==> config.mk <==
export PLATFORM = sky130hd
export DESIGN_NAME = osp_channel
export DESIGN_NICKNAME = d
export VERILOG_FILES = /design/src/common/osp_pkg.sv /design/src/logic/osp_cen_sel.sv /design/src/logic/osp_channel.sv /design/src/logic/osp_irq.sv
export SDC_FILE = /design/constraint.sdc
export NUM_CORES = 1
export LEC_CHECK = 0
export BUFFER_PORTS_ARGS = -buffer_cell sky130_fd_sc_hd__clkbuf_2
export CORE_MARGIN = 4
export CORE_UTILIZATION = 62
export DETAILED_ROUTE_END_ITERATION = 10
export GPL_ROUTABILITY_DRIVEN = 1
export PLACE_DENSITY_LB_ADDON = 0.12
export SLEW_MARGIN = 20
export SYNTH_ARGS = -nofsm -noshare
export SYNTH_HDL_FRONTEND = slang
export SYNTH_SLANG_ARGS = --single-unit
==> constraint.sdc <==
create_clock -name clk_i -period 4.3 [get_ports clk_i]
set_input_delay 0.43 -clock clk_i [delete_from_list [all_inputs] [get_ports clk_i]]
set_output_delay 0.43 -clock clk_i [all_outputs]
set_load 0.05 [all_outputs]
==> src/common/osp_pkg.sv <==
// Package for the one-shot pulse channel: register map, field positions,
// reset values and the channel state enumeration.
// Assumes a 32-bit APB slave and a 16-bit channel counter.
`default_nettype none

package osp_pkg;

  localparam int CNT_W = 16;
  localparam int CEN_N = 8;
  localparam int ADDR_W = 8;

  // Register byte addresses
  localparam logic [7:0] ADDR_CTRL     = 8'h00;
  localparam logic [7:0] ADDR_COUNTER  = 8'h04;
  localparam logic [7:0] ADDR_PERIOD   = 8'h08;
  localparam logic [7:0] ADDR_DUTY     = 8'h0C;
  localparam logic [7:0] ADDR_IRQ_FLAG = 8'h10;
  localparam logic [7:0] ADDR_IRQ_EN   = 8'h14;
  localparam logic [7:0] ADDR_STATUS   = 8'h18;

  // Control register fields
  localparam int CTRL_EN_BIT   = 0;
  localparam int CTRL_OS_BIT   = 1;
  localparam int CTRL_TSEL_BIT = 2;
  localparam int CTRL_UD_LSB   = 3;
  localparam int CTRL_CSEL_LSB = 8;
  localparam int CTRL_ACT_BIT  = 11;
  localparam int CTRL_W        = 12;

  // Values after reset
  localparam logic [CTRL_W-1:0] CTRL_RST   = 12'h800;
  localparam logic [CNT_W-1:0]  PERIOD_RST = 16'hFFFF;
  localparam logic [CNT_W-1:0]  DUTY_RST   = 16'h0000;
  localparam logic [CNT_W-1:0]  CNT_RST    = 16'h0000;
  localparam logic [1:0]        UD_UP_ONLY = 2'h0;

  typedef enum logic [1:0] {
    ST_IDLE,
    ST_INIT,
    ST_PULSE
  } osp_state_e;

  // Compare condition: counter at compare value minus one
  function automatic logic osp_hit(input logic [CNT_W-1:0] cnt,
                                   input logic [CNT_W-1:0] cmp);
    return cnt == (cmp - 16'h0001);
  endfunction

endpackage

`default_nettype wire

==> src/logic/osp_cen_sel.sv <==
// Clock enable selection and event alignment for one channel.
// Assumes enables are one-cycle pulses in the clk_i domain.
`default_nettype none
`timescale 1ns/100ps

module osp_cen_sel (
  input  wire logic                      clk_i,
  input  wire logic                      reset_i,
  input  wire logic [osp_pkg::CEN_N-1:0] cen_vec_i,
  input  wire logic [2:0]                sel_i,
  input  wire logic                      capture_i,
  input  wire logic                      chain_i,
  output logic                           cen_o,
  output logic                           capture_o,
  output logic                           chain_o
);

  logic cap_pend_q;
  logic cap_pend_d;
  logic chn_pend_q;
  logic chn_pend_d;

  // Events wait for the selected enable so a clear never lands mid-tick
  always_comb begin
    cen_o      = cen_vec_i[sel_i];
    capture_o  = cen_o & (cap_pend_q | capture_i); // RL14
    chain_o    = cen_o & (chn_pend_q | chain_i);
    cap_pend_d = (cap_pend_q | capture_i) & ~cen_o;
    chn_pend_d = (chn_pend_q | chain_i) & ~cen_o;
  end

  always_ff @(posedge clk_i) begin
    if (reset_i) begin
      cap_pend_q <= 1'b0;
      chn_pend_q <= 1'b0;
    end else begin
      cap_pend_q <= cap_pend_d;
      chn_pend_q <= chn_pend_d;
    end
  end

endmodule // osp_cen_sel

`default_nettype wire

==> src/logic/osp_channel.sv <==
// One-shot pulse channel with two compare units and an APB register file.
// Assumes one clock, selectable enables, triggers synchronous to clk_i.
//
// Function
// RL1: In software start mode a counter write begins an inactive phase then one pulse.
// RL2: A software start's inactive phase lasts the period compare value less the written count.
// RL3: At period compare minus one the output goes active and the counter restarts at zero.
// RL4: In the pulse the output goes inactive when the counter hits duty compare minus one.
// RL5: Both compare units also raise their triggers during the inactive phase.
// RL6: Enabled compare causes raise the interrupt and set their flag bits.
// RL7: In trigger mode a chain or capture event clears the counter and starts a cycle.
// RL8: A triggered cycle's inactive phase runs until period compare minus one.
// RL9: Inactive-phase triggers appear for every later cycle whatever value was written.
// RL10: With duty compare at one the second unit fires in the inactive phase only; the code also fires it on the first pulse-phase enable.
// RL11: Software may disable, reset and re-enable the channel between cycles.
// RL12: Software may write the counter twice, zero then the start value.
// RL13: Software keeps up/down counting off when the output feeds the pattern unit.
// RL14: A capture-driven clear waits for the selected clock enable.
// RL15: The counter moves and compares are checked only on the selected enable.
// RL16: After the inactive edge the output holds and counting stops until a new start.
//
// Design decisions made here: the placing of the registers and register access over APB.
`default_nettype none
`timescale 1ns/100ps

module osp_channel (
  input  wire logic                       clk_i,
  input  wire logic                       reset_i,
  input  wire logic                       psel_i,
  input  wire logic                       penable_i,
  input  wire logic                       pwrite_i,
  input  wire logic [osp_pkg::ADDR_W-1:0] paddr_i,
  input  wire logic [31:0]                pwdata_i,
  output logic                            pready_o,
  output logic [31:0]                     prdata_o,
  output logic                            pslverr_o,
  input  wire logic [osp_pkg::CEN_N-1:0]  cluster_clock_enable_i,
  input  wire logic                       chain_trigger_in_i,
  input  wire logic                       external_capture_trigger_i,
  output logic                            pulse_o,
  output logic                            compare0_trigger_o,
  output logic                            compare1_trigger_o,
  output logic                            irq_o
);

  // Bus and register state
  logic [osp_pkg::CTRL_W-1:0] ctrl_q;
  logic [osp_pkg::CTRL_W-1:0] ctrl_d;
  logic [osp_pkg::CNT_W-1:0]  period_q;
  logic [osp_pkg::CNT_W-1:0]  period_d;
  logic [osp_pkg::CNT_W-1:0]  duty_q;
  logic [osp_pkg::CNT_W-1:0]  duty_d;
  logic                       pready_d;
  logic [31:0]                prdata_d;
  logic                       pslverr_d;

  // Channel state
  osp_pkg::osp_state_e        st_q;
  osp_pkg::osp_state_e        st_d;
  logic [osp_pkg::CNT_W-1:0]  cnt_q;
  logic [osp_pkg::CNT_W-1:0]  cnt_d;
  logic                       act_q;
  logic                       act_d;
  logic                       pulse_d;
  logic                       c0_d;
  logic                       c1_d;

  // Decode and helpers
  logic                       acc;
  logic                       acc_wr;
  logic                       mapped;
  logic                       wr_cnt;
  logic                       wr_flag;
  logic                       wr_en;
  logic                       ch_en;
  logic                       sw_mode;
  logic                       hw_mode;
  logic                       hw_start;
  logic                       cen;
  logic                       cap_ev;
  logic                       chain_ev;
  logic                       hit0;
  logic                       hit1;
  logic [1:0]                 irq_flag;
  logic [1:0]                 irq_en;

  osp_cen_sel u_cen_sel (
    .clk_i     (clk_i),
    .reset_i   (reset_i),
    .cen_vec_i (cluster_clock_enable_i),
    .sel_i     (ctrl_q[osp_pkg::CTRL_CSEL_LSB +: 3]),
    .capture_i (external_capture_trigger_i),
    .chain_i   (chain_trigger_in_i),
    .cen_o     (cen),
    .capture_o (cap_ev),
    .chain_o   (chain_ev)
  );

  osp_irq u_irq (
    .clk_i     (clk_i),
    .reset_i   (reset_i),
    .event_i   ({compare1_trigger_o, compare0_trigger_o}),
    .flag_we_i (wr_flag),
    .en_we_i   (wr_en),
    .wdata_i   (pwdata_i[1:0]),
    .flag_o    (irq_flag),
    .en_o      (irq_en),
    .irq_o     (irq_o)
  );

  // Access phase stretched by one cycle so pready comes from a flop
  assign acc    = psel_i & penable_i & pready_o;
  assign acc_wr = acc & pwrite_i;
  assign mapped = (paddr_i == osp_pkg::ADDR_CTRL)     |
                  (paddr_i == osp_pkg::ADDR_COUNTER)  |
                  (paddr_i == osp_pkg::ADDR_PERIOD)   |
                  (paddr_i == osp_pkg::ADDR_DUTY)     |
                  (paddr_i == osp_pkg::ADDR_IRQ_FLAG) |
                  (paddr_i == osp_pkg::ADDR_IRQ_EN)   |
                  (paddr_i == osp_pkg::ADDR_STATUS);
  assign wr_cnt  = acc_wr & (paddr_i == osp_pkg::ADDR_COUNTER);
  assign wr_flag = acc_wr & (paddr_i == osp_pkg::ADDR_IRQ_FLAG);
  assign wr_en   = acc_wr & (paddr_i == osp_pkg::ADDR_IRQ_EN);

  // Mode decode; up/down counting disables both one-shot starts
  assign ch_en   = ctrl_q[osp_pkg::CTRL_EN_BIT];
  assign sw_mode = ch_en & ctrl_q[osp_pkg::CTRL_OS_BIT] & ~ctrl_q[osp_pkg::CTRL_TSEL_BIT] &
                   (ctrl_q[osp_pkg::CTRL_UD_LSB +: 2] == osp_pkg::UD_UP_ONLY);
  assign hw_mode = ch_en & ctrl_q[osp_pkg::CTRL_OS_BIT] & ctrl_q[osp_pkg::CTRL_TSEL_BIT] &
                   (ctrl_q[osp_pkg::CTRL_UD_LSB +: 2] == osp_pkg::UD_UP_ONLY);
  assign hw_start = hw_mode & (chain_ev | cap_ev); // RL7 RL14

  // Compare is purely on the live count; no history can mask a trigger
  assign hit0 = osp_pkg::osp_hit(cnt_q, period_q); // RL9
  assign hit1 = osp_pkg::osp_hit(cnt_q, duty_q); // RL9

  // Register file next state
  always_comb begin
    ctrl_d    = ctrl_q;
    period_d  = period_q;
    duty_d    = duty_q;
    pready_d  = psel_i & penable_i & ~pready_o;
    prdata_d  = 32'h0000_0000;
    pslverr_d = 1'b0;
    if (psel_i & penable_i & ~pready_o) begin
      pslverr_d = ~mapped;
      if (!pwrite_i) begin
        unique case (paddr_i)
          osp_pkg::ADDR_CTRL:     prdata_d = {20'h0_0000, ctrl_q};
          osp_pkg::ADDR_COUNTER:  prdata_d = {16'h0000, cnt_q};
          osp_pkg::ADDR_PERIOD:   prdata_d = {16'h0000, period_q};
          osp_pkg::ADDR_DUTY:     prdata_d = {16'h0000, duty_q};
          osp_pkg::ADDR_IRQ_FLAG: prdata_d = {30'h0000_0000, irq_flag};
          osp_pkg::ADDR_IRQ_EN:   prdata_d = {30'h0000_0000, irq_en};
          osp_pkg::ADDR_STATUS:   prdata_d = {29'h0000_0000, act_q, st_q};
          default:                prdata_d = 32'h0000_0000;
        endcase
      end
    end
    if (acc_wr) begin
      unique case (paddr_i)
        osp_pkg::ADDR_CTRL:   ctrl_d   = pwdata_i[osp_pkg::CTRL_W-1:0];
        osp_pkg::ADDR_PERIOD: period_d = pwdata_i[osp_pkg::CNT_W-1:0];
        osp_pkg::ADDR_DUTY:   duty_d   = pwdata_i[osp_pkg::CNT_W-1:0];
        default:              ctrl_d   = ctrl_q;
      endcase
    end
  end

  always_ff @(posedge clk_i) begin
    if (reset_i) begin
      ctrl_q    <= osp_pkg::CTRL_RST;
      period_q  <= osp_pkg::PERIOD_RST;
      duty_q    <= osp_pkg::DUTY_RST;
      pready_o  <= 1'b0;
      prdata_o  <= 32'h0000_0000;
      pslverr_o <= 1'b0;
    end else begin
      ctrl_q    <= ctrl_d;
      period_q  <= period_d;
      duty_q    <= duty_d;
      pready_o  <= pready_d;
      prdata_o  <= prdata_d;
      pslverr_o <= pslverr_d;
    end
  end

  // Channel next state
  always_comb begin
    st_d  = st_q;
    cnt_d = cnt_q;
    act_d = act_q;
    c0_d  = 1'b0;
    c1_d  = 1'b0;
    if (!ch_en) begin
      st_d  = osp_pkg::ST_IDLE;
      act_d = 1'b0;
      if (wr_cnt) begin
        cnt_d = pwdata_i[osp_pkg::CNT_W-1:0];
      end
    end else if (wr_cnt) begin
      // Phase length is period minus written value
      cnt_d = pwdata_i[osp_pkg::CNT_W-1:0]; // RL2
      if (sw_mode) begin
        st_d  = osp_pkg::ST_INIT; // RL1
        act_d = 1'b0;
      end
    end else if (hw_start) begin
      cnt_d = osp_pkg::CNT_RST; // RL7
      st_d  = osp_pkg::ST_INIT;
      act_d = 1'b0;
    end else if (cen && st_q != osp_pkg::ST_IDLE) begin // RL15
      c0_d = hit0; // RL5
      c1_d = hit1; // RL5 RL10
      unique case (st_q)
        osp_pkg::ST_INIT: begin
          if (hit0) begin
            act_d = 1'b1; // RL3 RL8
            cnt_d = osp_pkg::CNT_RST;
            st_d  = osp_pkg::ST_PULSE;
          end else begin
            cnt_d = cnt_q + 16'h0001;
          end
        end
        osp_pkg::ST_PULSE: begin
          // Duty of one ends here, so period is never reached twice
          if (hit1) begin
            act_d = 1'b0; // RL4 RL10
            st_d  = osp_pkg::ST_IDLE; // RL16
          end else begin
            cnt_d = cnt_q + 16'h0001;
          end
        end
        default: begin
          st_d = osp_pkg::ST_IDLE;
        end
      endcase
    end
    pulse_d = act_d ~^ ctrl_d[osp_pkg::CTRL_ACT_BIT];
  end

  always_ff @(posedge clk_i) begin
    if (reset_i) begin
      st_q               <= osp_pkg::ST_IDLE;
      cnt_q              <= osp_pkg::CNT_RST;
      act_q              <= 1'b0;
      pulse_o            <= 1'b0;
      compare0_trigger_o <= 1'b0;
      compare1_trigger_o <= 1'b0;
    end else begin
      st_q               <= st_d;
      cnt_q              <= cnt_d;
      act_q              <= act_d;
      pulse_o            <= pulse_d;
      compare0_trigger_o <= c0_d;
      compare1_trigger_o <= c1_d;
    end
  end

  // Checks
  logic quiet;
  assign quiet = ch_en & ~wr_cnt & ~hw_start;
endmodule // osp_channel

`default_nettype wire

==> src/logic/osp_irq.sv <==
// Sticky interrupt flags with write-one-to-clear and an enable mask.
// Assumes write strobes are single-cycle and taken at the APB access edge.
`default_nettype none
`timescale 1ns/100ps

module osp_irq (
  input  wire logic       clk_i,
  input  wire logic       reset_i,
  input  wire logic [1:0] event_i,
  input  wire logic       flag_we_i,
  input  wire logic       en_we_i,
  input  wire logic [1:0] wdata_i,
  output logic      [1:0] flag_o,
  output logic      [1:0] en_o,
  output logic            irq_o
);

  logic [1:0] flag_d;
  logic [1:0] en_d;
  logic       irq_d;

  // A new event beats a simultaneous clear
  always_comb begin
    flag_d = flag_o;
    if (flag_we_i) begin
      flag_d = flag_o & ~wdata_i;
    end
    flag_d = flag_d | event_i; // RL6
    en_d   = en_we_i ? wdata_i : en_o;
    irq_d  = |(flag_d & en_d); // RL6
  end

  always_ff @(posedge clk_i) begin
    if (reset_i) begin
      flag_o <= 2'h0;
      en_o   <= 2'h0;
      irq_o  <= 1'b0;
    end else begin
      flag_o <= flag_d;
      en_o   <= en_d;
      irq_o  <= irq_d;
    end
  end

endmodule // osp_irq

`default_nettype wire

## Word-level counts from Yosys, hierarchy flattened

Cells that the tools add are included.

- $add $sub $neg: 3
- Multipliers: 0
- Divide/modulo/power cells: 0
- $lt $le $gt $ge: 1
- Equal/unequal tests: 14
- Shift operators: 0
- Multiplexer cells: 30
- Bitwise gates (word level): 38
- Reduce and logical (&&, ||, !) cells: 17

Operator list:

| cell | number |
|---|---|
| 16-bit 2-to-1 mux | 7 |
| 16-bit one-hot mux with 7 select lines | 1 |
| 16-bit == test | 2 |
| 16-bit one-hot mux with 2 select lines | 1 |
| 16-bit by 1-bit subtractor with 16-bit output (second input constant) | 2 |
| 8-bit by 5-bit == test with 1-bit output (second input constant) | 3 |
| 12-bit 2-to-1 mux | 2 |
| 1-bit bitwise AND | 17 |
| 16-bit by 1-bit adder with 16-bit output (second input constant) | 1 |
| 8-bit by 4-bit == test with 1-bit output (second input constant) | 2 |
| 2-bit 2-to-1 mux | 8 |
| 4-bit inequality test (second input constant) | 3 |
| 1-bit bitwise OR | 9 |
| 8-bit by 3-bit == test with 1-bit output (second input constant) | 1 |
| 8-bit zero test | 1 |
| 1-bit 2-to-1 mux | 8 |
| 4-bit AND reduction | 2 |
| 1-bit inverter | 7 |
| 2-bit AND reduction | 3 |
| 2-bit OR reduction | 3 |
| 5-bit OR reduction | 1 |
| 2-bit bitwise AND | 2 |
| 3-bit by 4-bit < comparator with 1-bit output (second input constant) | 1 |
| 2-bit one-hot mux with 2 select lines | 1 |
| 14 further kinds | 15 |

- Register bits: 107
- Bits in latches: 0
- RAM bits: 0
- Memory bits (read-only): 0
- Output and inout bits: 38
- Memories: 0

## Depth between registers and ports, before layout

Gate-level depths: netlist of the first run.

- Word-level depth: 9
- Gate-level depth with buffers: 11
- Gate-level depth less buffers: 10

## Hierarchy

A second synthesis of the first run with hierarchy kept.

- Cell total of the unflattened synthesis: 677
- Area, all modules: 5657.9 um^2

Modules (own cells, without submodules):

| module | instances | cells each | area an instance (um^2) |
|---|---|---|---|
| osp_channel | 1 | 647 | 5352.6 |
| osp_irq | 1 | 17 | 167.7 |
| osp_cen_sel | 1 | 13 | 137.6 |

## Worst setup path after synthesis of the first run

No wires, ideal clock.

- Kind: reg-to-reg
- Start: reg period_q[0] in the netlist's numbering
- End: reg cnt_q[4] in the netlist's numbering
- Data arrival time: 2.673 ns
- Data required time: 4.183 ns
- Setup slack: 1.510 ns
- Stages on the path, launching flop included: 12
- Path through: dfxtp_1 > inv_1 > ha_1 > or4b_4 > or2_1 > or3_4 > a221oi_2 > nand4_2 > nand2_2 > buf_6 > o21ai_1 > a32o_1

- Longest elaborated chain between the ends: 8

RTL lines:

| element | line | source |
|---|---|---|
| start: declaration | osp_channel.sv:49 | `logic [osp_pkg::CNT_W-1:0] period_q;` |
| start signal: assignment | osp_channel.sv:173 | `period_q <= osp_pkg::PERIOD_RST;` |
| start signal: assignment | osp_channel.sv:180 | `period_q <= period_d;` |
| 16-bit by 1-bit subtractor with 16-bit output | osp_pkg.sv:46 | `return cnt == (cmp - 16'h0001);` |
| 16-bit == test | osp_pkg.sv:46 |  |
| 16-bit 2-to-1 mux | osp_channel.sv:217 | `if (hit0) begin` |
| 16-bit one-hot mux with 2 select lines | osp_channel.sv:215 | `unique case (st_q)` |
| 16-bit 2-to-1 mux | osp_channel.sv:212 | `end else if (cen && st_q != osp_pkg::ST_IDLE) begin` |
| 16-bit 2-to-1 mux | osp_channel.sv:208 | `end else if (hw_start) begin` |
| 16-bit 2-to-1 mux | osp_channel.sv:201 | `end else if (wr_cnt) begin` |
| 16-bit 2-to-1 mux | osp_channel.sv:195 | `if (!ch_en) begin` |
| end signal: assignment | osp_channel.sv:245 | `cnt_q <= osp_pkg::CNT_RST;` |
| end signal: assignment | osp_channel.sv:252 | `cnt_q <= cnt_d;` |
| end: declaration | osp_channel.sv:60 | `logic [osp_pkg::CNT_W-1:0] cnt_q;` |

No other way between the ends. The select of a mux whose other input is x is not followed.
A chain may end at the register's enable or synchronous reset.

## Worst setup path after layout of the first run

- Start: reg period_q[0] in the netlist's numbering
- End: reg cnt_q[7] in the netlist's numbering

Same word-level chain as after synthesis.

==> results of run 1 <==
-- critical path: cells and delay by family, from the launching register on --
family / cells / cell delay (ns)
AOI/OAI and AO/OA: 3 / 0.71
adders and majority gates: 1 / 0.20
buffers and inverters: 1 / 0.11
DFF: 1 / 0.35
and+or+nand+nor: 5 / 1.85
-- routing by layer --
metal	routed length, um	up-vias
li1	-	2675
met4	436	0
met5	0	-
met2	7660	341
met3	1940	39
met1	7050	2706
-- worst max path at each step --
stage / from / endpoint / slack, ns / cells after the start
floorplan: period_q[0] / cnt_q[4] / 1.51 / 11
global placement: cluster_clock_enable_i[0] / cnt_q[3] / 1.13 / 9
detailed placement: period_q[0] / cnt_q[7] / 1.04 / 10
CTS: period_q[0] / cnt_q[7] / 1.02 / 10
global route: period_q[0] / cnt_q[4] / 0.78 / 10
finish: period_q[0] / cnt_q[7] / 0.97 / 10
-- cell usage after synthesis, drive strengths merged, types with 11 or more instances --
cell,n,area share [%]
a21oi,40,3.5
a22oi,18,2.4
buf,33,3.8
clkbuf,40,2.6
dfxtp,91,32
inv,17,1.1
mux2i,15,2.7
nand2,148,9.7
nand3,37,3.2
nor2,59,3.9
nor3,19,1.7
nor4,11,1.2
o21ai,28,2.4
xnor2,22,3.4
xor2,15,2.3
-- report_power, final --
part | total (mW) | internal [mW] | switching (mW)
clock | 0.612 | 0.275 | 0.338
combinational | 0.119 | 0.0310 | 0.0881
sequential | 0.848 | 0.845 | 0.00382
-- kinds of logic (layout without fill, tap and decap cells) --
| kind of cell | Yosys count | in the layout | synth area share [%] |
|---|---|---|---|
| other | 1 | 16 | 0.0654 |
| multiplexers | 23 | 23 | 5.04 |
| XOR/XNOR | 37 | 37 | 5.65 |
| AND/OR/NAND/NOR | 346 | 346 | 28.9 |
| adder cells (fa/ha/maj) | 6 | 6 | 1.31 |
| AO/OA/AOI/OAI | 161 | 161 | 19.7 |
| buffers and inverters | 90 | 97 | 7.57 |
| flip-flops | 91 | 91 | 31.8 |
-- flip-flops by register name (all words and copies together) (netlist names) --
signal / count
ctrl_q: 12
u_cen_sel.chn_pend_q: 1
st_q: 2
duty_q: 16
u_cen_sel.cap_pend_q: 1
prdata_o: 16
u_irq.irq_o: 1
compare0_trigger_o: 1
pslverr_o: 1
pulse_o: 1
u_irq.en_o: 2
pready_o: 1
cnt_q: 16
compare1_trigger_o: 1
u_irq.flag_o: 2
period_q: 16
act_q: 1
-- cell type report --
type	instances	area, sq um
Multi-Input combinational cell	589	3540
Fill cell	770	2760
Sequential cell	91	1820
Timing Repair Buffer	64	330
Tap cell	108	135
Clock buffer	9	124
Clock inverter	7	75.1
Inverter	17	63.8
-- metrics by stage --
step / total power, mW / hold slack [ns]
after global placement: 0.982 / 0.438
after CTS: 1.58 / 0.304
after floorplan: 0.953 / 0.431
final: 1.58 / 0.308
after global routing: 1.63 / 0.312
after detailed placement: 0.984 / 0.446
==> flow_summary_export.csv, run 1 <==
group,metric,value,unit
hold_path,hold_class,"in2reg",
sta,final.period_utilization,77.5,%
global_routing,grt_pass1_vias,5325,
placed_design,portBuffers,60,
floorplanning,coreArea,8850,sq um
routing,antenna_left,0,
clock_tree,cts_sinks,91,
worst_setup_path,required,4.56,ns
power_and_ir_drop,p_leak,2.32,nW
sta,slew_violations,0,
worst_setup_path,crit_fanout,20,
global_routing,grt_overflow,0,
worst_setup_path,crit_chain,"inv_1, ha_1, or4b_4, or2_1, or3_4, a221oi_2, nand4_2, nand2_2, o21ai_1, a32o_1",
finish,layout_common_cells,"nand2_1, dfxtp_1, clkbuf_2",
floorplanning,ioPinCount,93,
worst_setup_path,r2r_end,"cnt_q[7]",
finish,diodes,0,
finish,drive_gt1_share,13.5,%
finish,layout_commonest_cell,"nand2_1",
clock_tree,cts_htree_levels,3,
worst_setup_path,regToRegSetupSlack,0.97,ns
clock_tree,clock_latency,0.37,ns
placed_design,hpwl,12.7,mm
sta,rsz0062_at_grt,"no",
finish,layoutNonFillerInstCount,885,
yosys,syn-mean-instance-area,7.60,sq um
finish,area_growth,6.20,%
yosys,synth_seq_cells,91,
global_routing,grt_pass1_wl,27.2,mm
hold_path,holdPathEnd,"u_cen_sel.chn_pend_q",
global_routing,grt_max_degree,34,
clock_tree,path_clk_slew,0.10,ns
finish,num-nets-final,833,
power_and_ir_drop,vdd_drop_max,0.000175,V
routing,drcViolationCount,0,
sta,setup_viol,0,
placed_design,pre_cts_ws,1.04,ns
worst_setup_path,worstSetupStartpointType,"register",
floorplanning,start_util,64.8,%
yosys,synth_edf_count,0,
routing,drt-pass1-iter-count,7,
placed_design,gp_congestion,0.990,
sta,clock_skew,0.0135,ns
sta,setup_tns,0,ns
power_and_ir_drop,p_per_area,259,nW/um^2
clock_tree,cts_tree,"built",
sta,slew_headroom,39.8,%
routing,via_count,5761,
sta,fmax,300,MHz
yosys,async_flop_share,0,%
worst_setup_path,timing.rr.start,"period_q[0]",
worst_setup_path,worstPathArrival,3.59,ns
clock_tree,cts_root_buffer,"clkbuf_8",
routing,routed_wl,17.1,mm
floorplanning,dieArea,10900,sq um
global_routing,grt_usage,30.9,%
hold_path,hold_depth,3,
yosys,ys.flop_type,"dfxtp_1",
placed_design,placed_cells,869,
yosys,seq_area_frac_synth,31.8,%
outcome,status,"finished, final reports clean",
global_routing,grtUsageMet1,42.3,%
yosys,syn_area,5740,sq um
routing,drtIter0Drc,516,
clock_tree,holdBufCountCts,0,
global_routing,groute.layer.met2.usage,49.2,%
worst_setup_path,critPathKind,"reg2reg",
worst_setup_path,crit_path_max_incr_delay,0.51,ns
finish,fin_area,6090,sq um
sta,setup_ws,0.967,ns
clock_tree,ctsResizeCount,0,
global_routing,busiest_layer,"met2",
clock_tree,post_cts_buffers,0,
worst_setup_path,reg2regPathDepth,10,
routing,post_drt_wl_per_cell,19.3,um
global_routing,antenna_found_initial,0,
routing,viasPerCell,6.51,
worst_setup_path,slowest_stage,"or4b_4",
sta,tightestPinTransition,0.902,ns
clock_tree,cts_buffers,9,
global_routing,grt_use_met3,6.70,%
hold_path,hp-start,"chain_trigger_in_i",
floorplanning,die_x,104,um
sta,finalHoldViolCount,0,
sta,min_period,3.33,ns
finish,final_core_util,68.8,%
clock_tree,clockBufferDepth,2,
placed_design,place_area,5890,sq um
yosys,ys_types,81,
yosys,ys_warn_count,0,
worst_setup_path,critPathCaptureType,"register",
floorplanning,chipHeight,104,um
run,maxCapViolations,0,
floorplanning,row_count,34,
yosys,postSynthCellCount,755,
Note: power is estimated with default switching activity, not from simulation.
==> inputs of run 2 (changes only) <==
Settings changed: ABC_AREA from default to 1, CORE_UTILIZATION 62 to 58.
Clock period 4.3 ns to 3.15 ns, I/O delays scaled along.
==> run 2 against run 1 <==
  * First-iteration DRC count rose by 3.9%
  * Largest cell class unchanged
  * Clock skew barely moved
  * Combinational power rose by 24%
  * Critical path depth rose by 1
  * Non-clock buffer count rose by 7
  * Largest power group unchanged
  * Cell area rose by 9.9%
==> flow_summary_export.csv, run 2 <==
group,metric,value,unit
routing,routed_wl,18.4,mm
clock_tree,ctsResizeCount,0,
placed_design,portBuffers,60,
hold_path,hp-start,"external_capture_trigger_i",
power_and_ir_drop,power_frac_clock,38.3,%
yosys,syn_area,6120,sq um
finish,layoutNonFillerInstCount,1175,
finish,layout_commonest_cell,"nand2_1",
global_routing,antenna_found_initial,0,
yosys,synth_common_cells,"nand2_1, nor2_1, dfxtp_1, inv_1, nand3_1",
global_routing,grt_pass1_wl,29.3,mm
floorplanning,die_x,111,um
sta,fmax,383,MHz
finish,num-nets-final,1095,
yosys,synth_seq_cells,91,
floorplanning,dieArea,12300,sq um
power_and_ir_drop,p_leak,3.07,nW
routing,drcViolationCount,0,
power_and_ir_drop,switching_share,26.9,%
clock_tree,holdBufCountCts,0,
worst_setup_path,crit_path_max_incr_delay,0.52,ns
yosys,ys_types,47,
floorplanning,row_count,37,
worst_setup_path,crit_fanout,30,
placed_design,hpwl,14.4,mm
worst_setup_path,required,3.48,ns
floorplanning,chipHeight,111,um
finish,layout_common_cells,"nand2_1, nor2_1, inv_1, dfxtp_1, nand3_1",
worst_setup_path,timing.rr.start,"ctrl_q[8]",
outcome,status,"finished, final reports clean",
worst_setup_path,regToRegSetupSlack,0.54,ns
yosys,seq_area_frac_synth,29.8,%
sta,slew_headroom,32.7,%
clock_tree,clockBufferDepth,2,
yosys,synth_area_leaders,"dfxtp_1, nand2_1, nor2_1",
clock_tree,cts_tree,"built",
yosys,synthMostInstantiatedCell,"nand2_1",
finish,diodes,0,
worst_setup_path,crit_buf_inv,1,
sta,setup_ws,0.541,ns
worst_setup_path,worstSetupStartpointType,"register",
worst_setup_path,slowest_stage,"dfxtp_1",
clock_tree,post_cts_buffers,0,
sta,slew_violations,0,
worst_setup_path,critPathCaptureType,"register",
yosys,synth_top_area_share,29.8,%
global_routing,grt_overflow,0,
floorplanning,start_util,59.3,%
yosys,yosysTopAreaCell,"dfxtp_1",
yosys,synth_edf_count,0,
floorplanning,ioPinCount,93,
global_routing,grt_pass1_vias,5939,
floorplanning,coreArea,10300,sq um
worst_setup_path,critPathKind,"reg2reg",
worst_setup_path,crit_chain,"o21ai_0, o211ai_1, nand4_1, nand2_1, inv_2, nand2_1, nand2_1, nand3b_4, nand2_1, nand2_1, nor2_1",
yosys,ys.flop_type,"dfxtp_1",
yosys,postSynthCellCount,977,
routing,drt-pass1-iter-count,6,
sta,tightestPinTransition,1.01,ns
power_and_ir_drop,vdd_drop_max,0.000243,V
power_and_ir_drop,pwr-share-seq,54.8,%
placed_design,placed_cells,1159,
routing,viasPerCell,5.53,
sta,min_period,2.61,ns
clock_tree,cts_root_buffer,"clkbuf_8",
sta,setup_tns,0,ns
run,maxCapViolations,0,
routing,via_count,6501,
sta,final.period_utilization,82.8,%
worst_setup_path,worstPathArrival,2.94,ns
sta,clock_skew,0.0138,ns
routing,drtIter0Drc,536,
routing,antenna_left,0,
power_and_ir_drop,total_power,2.11,mW
routing,post_drt_wl_per_cell,15.6,um
placed_design,pre_cts_ws,0.596,ns
power_and_ir_drop,internal_power,1.54,mW
sta,finalHoldViolCount,0,
power_and_ir_drop,p_per_area,316,nW/um^2
worst_setup_path,reg2regPathDepth,11,
clock_tree,cts_buffers,9,
sta,setup_viol,0,
clock_tree,cts_sinks,91,
yosys,syn-mean-instance-area,6.27,sq um
power_and_ir_drop,pwr-share-comb,6.9,%
worst_setup_path,r2r_end,"cnt_q[13]",
finish,drive_gt1_share,13.9,%
clock_tree,clock_latency,0.39,ns
yosys,async_flop_share,0,%
worst_setup_path,cp.depth,11,
global_routing,grt_usage,29.7,%
hold_path,hold_class,"in2reg",
yosys,ys_warn_count,0,
clock_tree,path_clk_slew,0.10,ns
global_routing,grt_max_degree,36,
worst_setup_path,cpMostUsedCell,"nand2_1",
finish,final_core_util,64.8,%
sta,rsz0062_at_grt,"no",
worst_setup_path,crit_end,"cnt_q[13]",
worst_setup_path,crit_path_start,"ctrl_q[8]",
worst_setup_path,crit_family,"simple AND/OR/NAND/NOR gates",
placed_design,gp_congestion,0.975,
finish,area_growth,9.30,%
clock_tree,cts_htree_levels,3,
power_and_ir_drop,p_sw,0.568,mW
-- run 2: cell types whose count changed after synthesis, moves of 10 or more --
cell / change
a22oi_1: -18
clkbuf_1: -25
inv_1: +74
inv_2: +15
mux2i_1: -14
nand2_1: +120
nand3_1: +37
nor2_1: +94
nor3_1: -12
nor4_1: -10
o211ai_1: +10
o21ai_0: +17
o22ai_1: +13
-- run 2: power by group through the flow --
stage / Clock, mW / Sequential (mW) / Combinational (mW)
2_1_floorplan: 0 / 1.19 / 0.0986
3_3_place_gp: 0 / 1.18 / 0.143
3_5_place_dp: 0 / 1.18 / 0.144
4_1_cts: 0.817 / 1.16 / 0.145
5_1_grt: 0.864 / 1.16 / 0.157
6_report: 0.809 / 1.16 / 0.147
-- run 2: per-stage QoR --
| stage | instance area, sq um | hold WS [ns] |
|---|---|---|
| detailed placement | 6490 | 0.444 |
| finish | 6690 | 0.180 |
| global placement | 6490 | 0.435 |
| global route | 6690 | 0.178 |
| CTS | 6690 | 0.170 |
| floorplan | 6180 | 0.404 |
-- run 2: worst reg2reg max path: stages (launching register included) --
cell and delay (ns):
dfxtp_1 0.52, o21ai_0 0.21, o211ai_1 0.43, nand4_1 0.19
nand2_1 0.21, inv_2 0.09, nand2_1 0.09, nand2_1 0.07
nand3b_4 0.39, nand2_1 0.16, nand2_1 0.06, nor2_1 0.13
-- run 2: kinds of logic (layout without fill, tap and decap cells) --
| family | count (synthesis) | in the layout | share of synthesized area [%] |
|---|---|---|---|
| xor+xnor | 32 | 32 | 4.58 |
| buf+inv | 146 | 193 | 10.4 |
| compound gates | 140 | 140 | 13.0 |
| fa+ha+maj | 6 | 6 | 1.23 |
| simple gates | 561 | 561 | 41.0 |
| flops | 91 | 91 | 29.8 |
| other cells | 1 | 16 | 0.0613 |
-- run 2: final cells by class --
cell class / instances / area (sq um)
multi-input combinational: 755 / 3720
fill: 1003 / 3630
sequential: 91 / 1820
inverter: 106 / 398
timing repair buffer: 71 / 383
tap: 136 / 170
clock buffer: 12 / 165
clock inverter: 4 / 31.3
-- run 2: worst min path at each step --
stage | to | depth (start not counted) | slack, ns
floorplan | pready_o | 1 | 0.40
global placement | ctrl_q[6] | 2 | 0.44
detailed placement | ctrl_q[6] | 2 | 0.44
CTS | u_cen_sel.cap_pend_q | 3 | 0.17
global route | u_cen_sel.chn_pend_q | 3 | 0.18
finish | u_cen_sel.cap_pend_q | 3 | 0.18
-- run 2: layer usage --
layer  up-vias  GRT usage (%)  share of wire [%]
met3        77           3.98                6.9
li1       3232              -                  -
met1      2904           36.8                 41
met4         0           17.2                5.3
met5         -              0                  0
met2       288           49.2                 46
==> inputs of run 3 (changes only) <==
Settings changed: CORE_UTILIZATION 58 to 52.
Clock period 3.15 ns to 2.1 ns, I/O delays scaled along.
==> run 3 against run 2 <==
  * The flow now finishes with violations (negative setup slack)
  * Sequential share of layout area fell by 3.5 points
  * Via count rose by 4.8%
  * Critical path depth rose by 5
  * Total power rose by 66%
  * Clock power rose by 90%
==> flow_summary_export.csv, run 3 (synthesis gave the netlist of run 2 again) <==
group,metric,value,unit
outcome,violations,"negative setup slack",
worst_setup_path,crit_chain,"buf_6, nor2_4, nand2_4, buf_4, o21ai_1, nand3_1, nand2_1, nor2_1, nand3_1, nor2_1, buf_4, nand3_4, nand3b_4, clkbuf_16, nor2_1, nor2_1",
power_and_ir_drop,internal_power,2.59,mW
placed_design,pre_cts_ws,-0.0910,ns
routing,routed_wl,19.9,mm
worst_setup_path,critPathCaptureType,"register",
sta,rsz0062_at_grt,"yes",
power_and_ir_drop,p_per_area,454,nW/um^2
sta,final.period_utilization,105,%
sta,clock_skew,0.00906,ns
finish,drive_gt1_share,25.3,%
global_routing,grt_max_degree,59,
worst_setup_path,worstSetupStartpointType,"register",
power_and_ir_drop,switching_share,26.0,%
floorplanning,dieArea,13600,sq um
outcome,status,"complete, but fails checks",
floorplanning,ioPinCount,93,
floorplanning,start_util,53.4,%
sta,fmax,455,MHz
worst_setup_path,worstPathArrival,2.44,ns
power_and_ir_drop,pwr-share-comb,6.6,%
clock_tree,cts_htree_levels,3,
finish,layout_commonest_cell,"nand2_1",
power_and_ir_drop,pwr-share-seq,49.5,%
floorplanning,die_x,117,um
sta,setup_viol,16,
finish,area_growth,26.2,%
sta,finalHoldViolCount,0,
routing,drt-pass1-iter-count,5,
worst_setup_path,slowest_stage,"dfxtp_2",
clock_tree,holdBufCountCts,0,
placed_design,portBuffers,60,
worst_setup_path,cpMostUsedCell,"nor2_1",
clock_tree,clockBufferDepth,2,
global_routing,grt_pass1_wl,30.4,mm
sta,min_period,2.20,ns
clock_tree,cts_tree,"built",
power_and_ir_drop,p_leak,3.58,nW
placed_design,hpwl,15.0,mm
routing,via_count,6810,
finish,fillers,1067,
worst_setup_path,crit_fanout,10,
run,maxCapViolations,0,
worst_setup_path,required,2.35,ns
routing,viasPerCell,5.37,
placed_design,placed_cells,1245,
routing,post_drt_wl_per_cell,15.7,um
clock_tree,path_clk_slew,0.07,ns
power_and_ir_drop,power_frac_clock,43.9,%
routing,antenna_left,0,
clock_tree,cts_sinks,91,
floorplanning,row_count,39,
finish,multiInputGateArea,3940,sq um
finish,num-nets-final,1180,
sta,slew_violations,0,
global_routing,grt_usage,29.3,%
clock_tree,cts_root_buffer,"clkbuf_16",
placed_design,gp_congestion,0.935,
finish,layout_common_cells,"nand2_1, nor2_1, inv_1, buf_4, dfxtp_1",
clock_tree,cts_buffers,9,
routing,drtIter0Drc,552,
routing,drcViolationCount,0,
hold_path,hold_class,"in2reg",
worst_setup_path,crit_family,"simple AND/OR/NAND/NOR gates",
worst_setup_path,crit_path_max_incr_delay,0.34,ns
floorplanning,coreArea,11500,sq um
global_routing,antenna_found_initial,0,
finish,diodes,0,
worst_setup_path,critPathKind,"reg2reg",
finish,layoutNonFillerInstCount,1267,
worst_setup_path,crit_buf_inv,4,
power_and_ir_drop,total_power,3.50,mW
clock_tree,clock_latency,0.36,ns
finish,regArea,1830,sq um
power_and_ir_drop,vdd_drop_max,0.000722,V
power_and_ir_drop,p_sw,0.910,mW
sta,setup_ws,-0.0963,ns
global_routing,grt_overflow,0,
floorplanning,chipHeight,117,um
global_routing,grt_pass1_vias,6065,
-- run 3: cell types whose count changed in the layout (fill, tap and decap cells not counted), sizes merged --
cell      change
clkinvlp      +3
inv           -1
buf          +83
clkinv        -1
clkbuf        +1
-- run 3: final timing paths --
| check | startpoint | end | slack (ns) | cells after the start |
|---|---|---|---|---|
| setup / recovery | duty_q[1] | cnt_q[15] | -0.1 | 16 |
| hold / removal | external_capture_trigger_i | u_cen_sel.cap_pend_q | 0.09 | 3 |
| setup reg to reg | duty_q[1] | cnt_q[15] | -0.1 | 16 |
| hold reg to reg | pready_o | pslverr_o | 0.45 | 1 |
-- run 3: power by group through the flow --
stage               Combinational (mW)  Clock [mW]  Sequential [mW]
detailed placement               0.225           0             1.77
global route                     0.249        1.63             1.73
floorplan                        0.148           0             1.78
global placement                 0.224           0             1.77
finish                           0.232        1.54             1.73
CTS                              0.226        1.56             1.73
-- run 3: layer usage --
| metal | up-vias | global-route usage (%) | share of wire, % |
|---|---|---|---|
| li1 | 3404 | - | - |
| met1 | 3064 | 35.3 | 41 |
| met2 | 279 | 49.5 | 47 |
| met3 | 63 | 4.61 | 6.9 |
| met4 | 0 | 16.5 | 5.1 |
| met5 | - | 0 | 0 |
-- run 3: cell type report --
| type | count | area share (%) |
|---|---|---|
| multi-input cells | 755 | 51.0 |
| flip-flops and latches | 91 | 23.7 |
| repair buffers | 156 | 14.3 |
| inverters | 106 | 5.15 |
| clock buffers | 11 | 3.01 |
| well taps | 143 | 2.32 |
| clock inverters | 5 | 0.518 |
-- run 3: metrics by stage --
| stage | utilization, % | setup TNS (ns) | hold WS, ns | instance area [sq um] |
|---|---|---|---|---|
| global placement | 62.2 | -0.822 | 0.430 | 7140 |
| floorplan | - | 0 | 0.291 | 6180 |
| detailed placement | 62.2 | -1.49 | 0.441 | 7140 |
| global route | 67.4 | -3.84 | 0.132 | 7720 |
| CTS | 65.2 | -0.148 | 0.0915 | 7480 |
| finish | 67.4 | -0.983 | 0.0914 | 7720 |
-- run 3: tightest hold or removal path: stages --
cell	delay [ns]
clkbuf_2	0.08
nor2_1	0.05
nor2_1	0.08
-- run 3: what timing repair did --
item / CTS / global route
gates resized for setup: 18 / 56
endpoints found under the setup margin: 20 / 20
setup buffers: 0 / 4
cloned: 0 / 2
pin swaps: 6 / 22
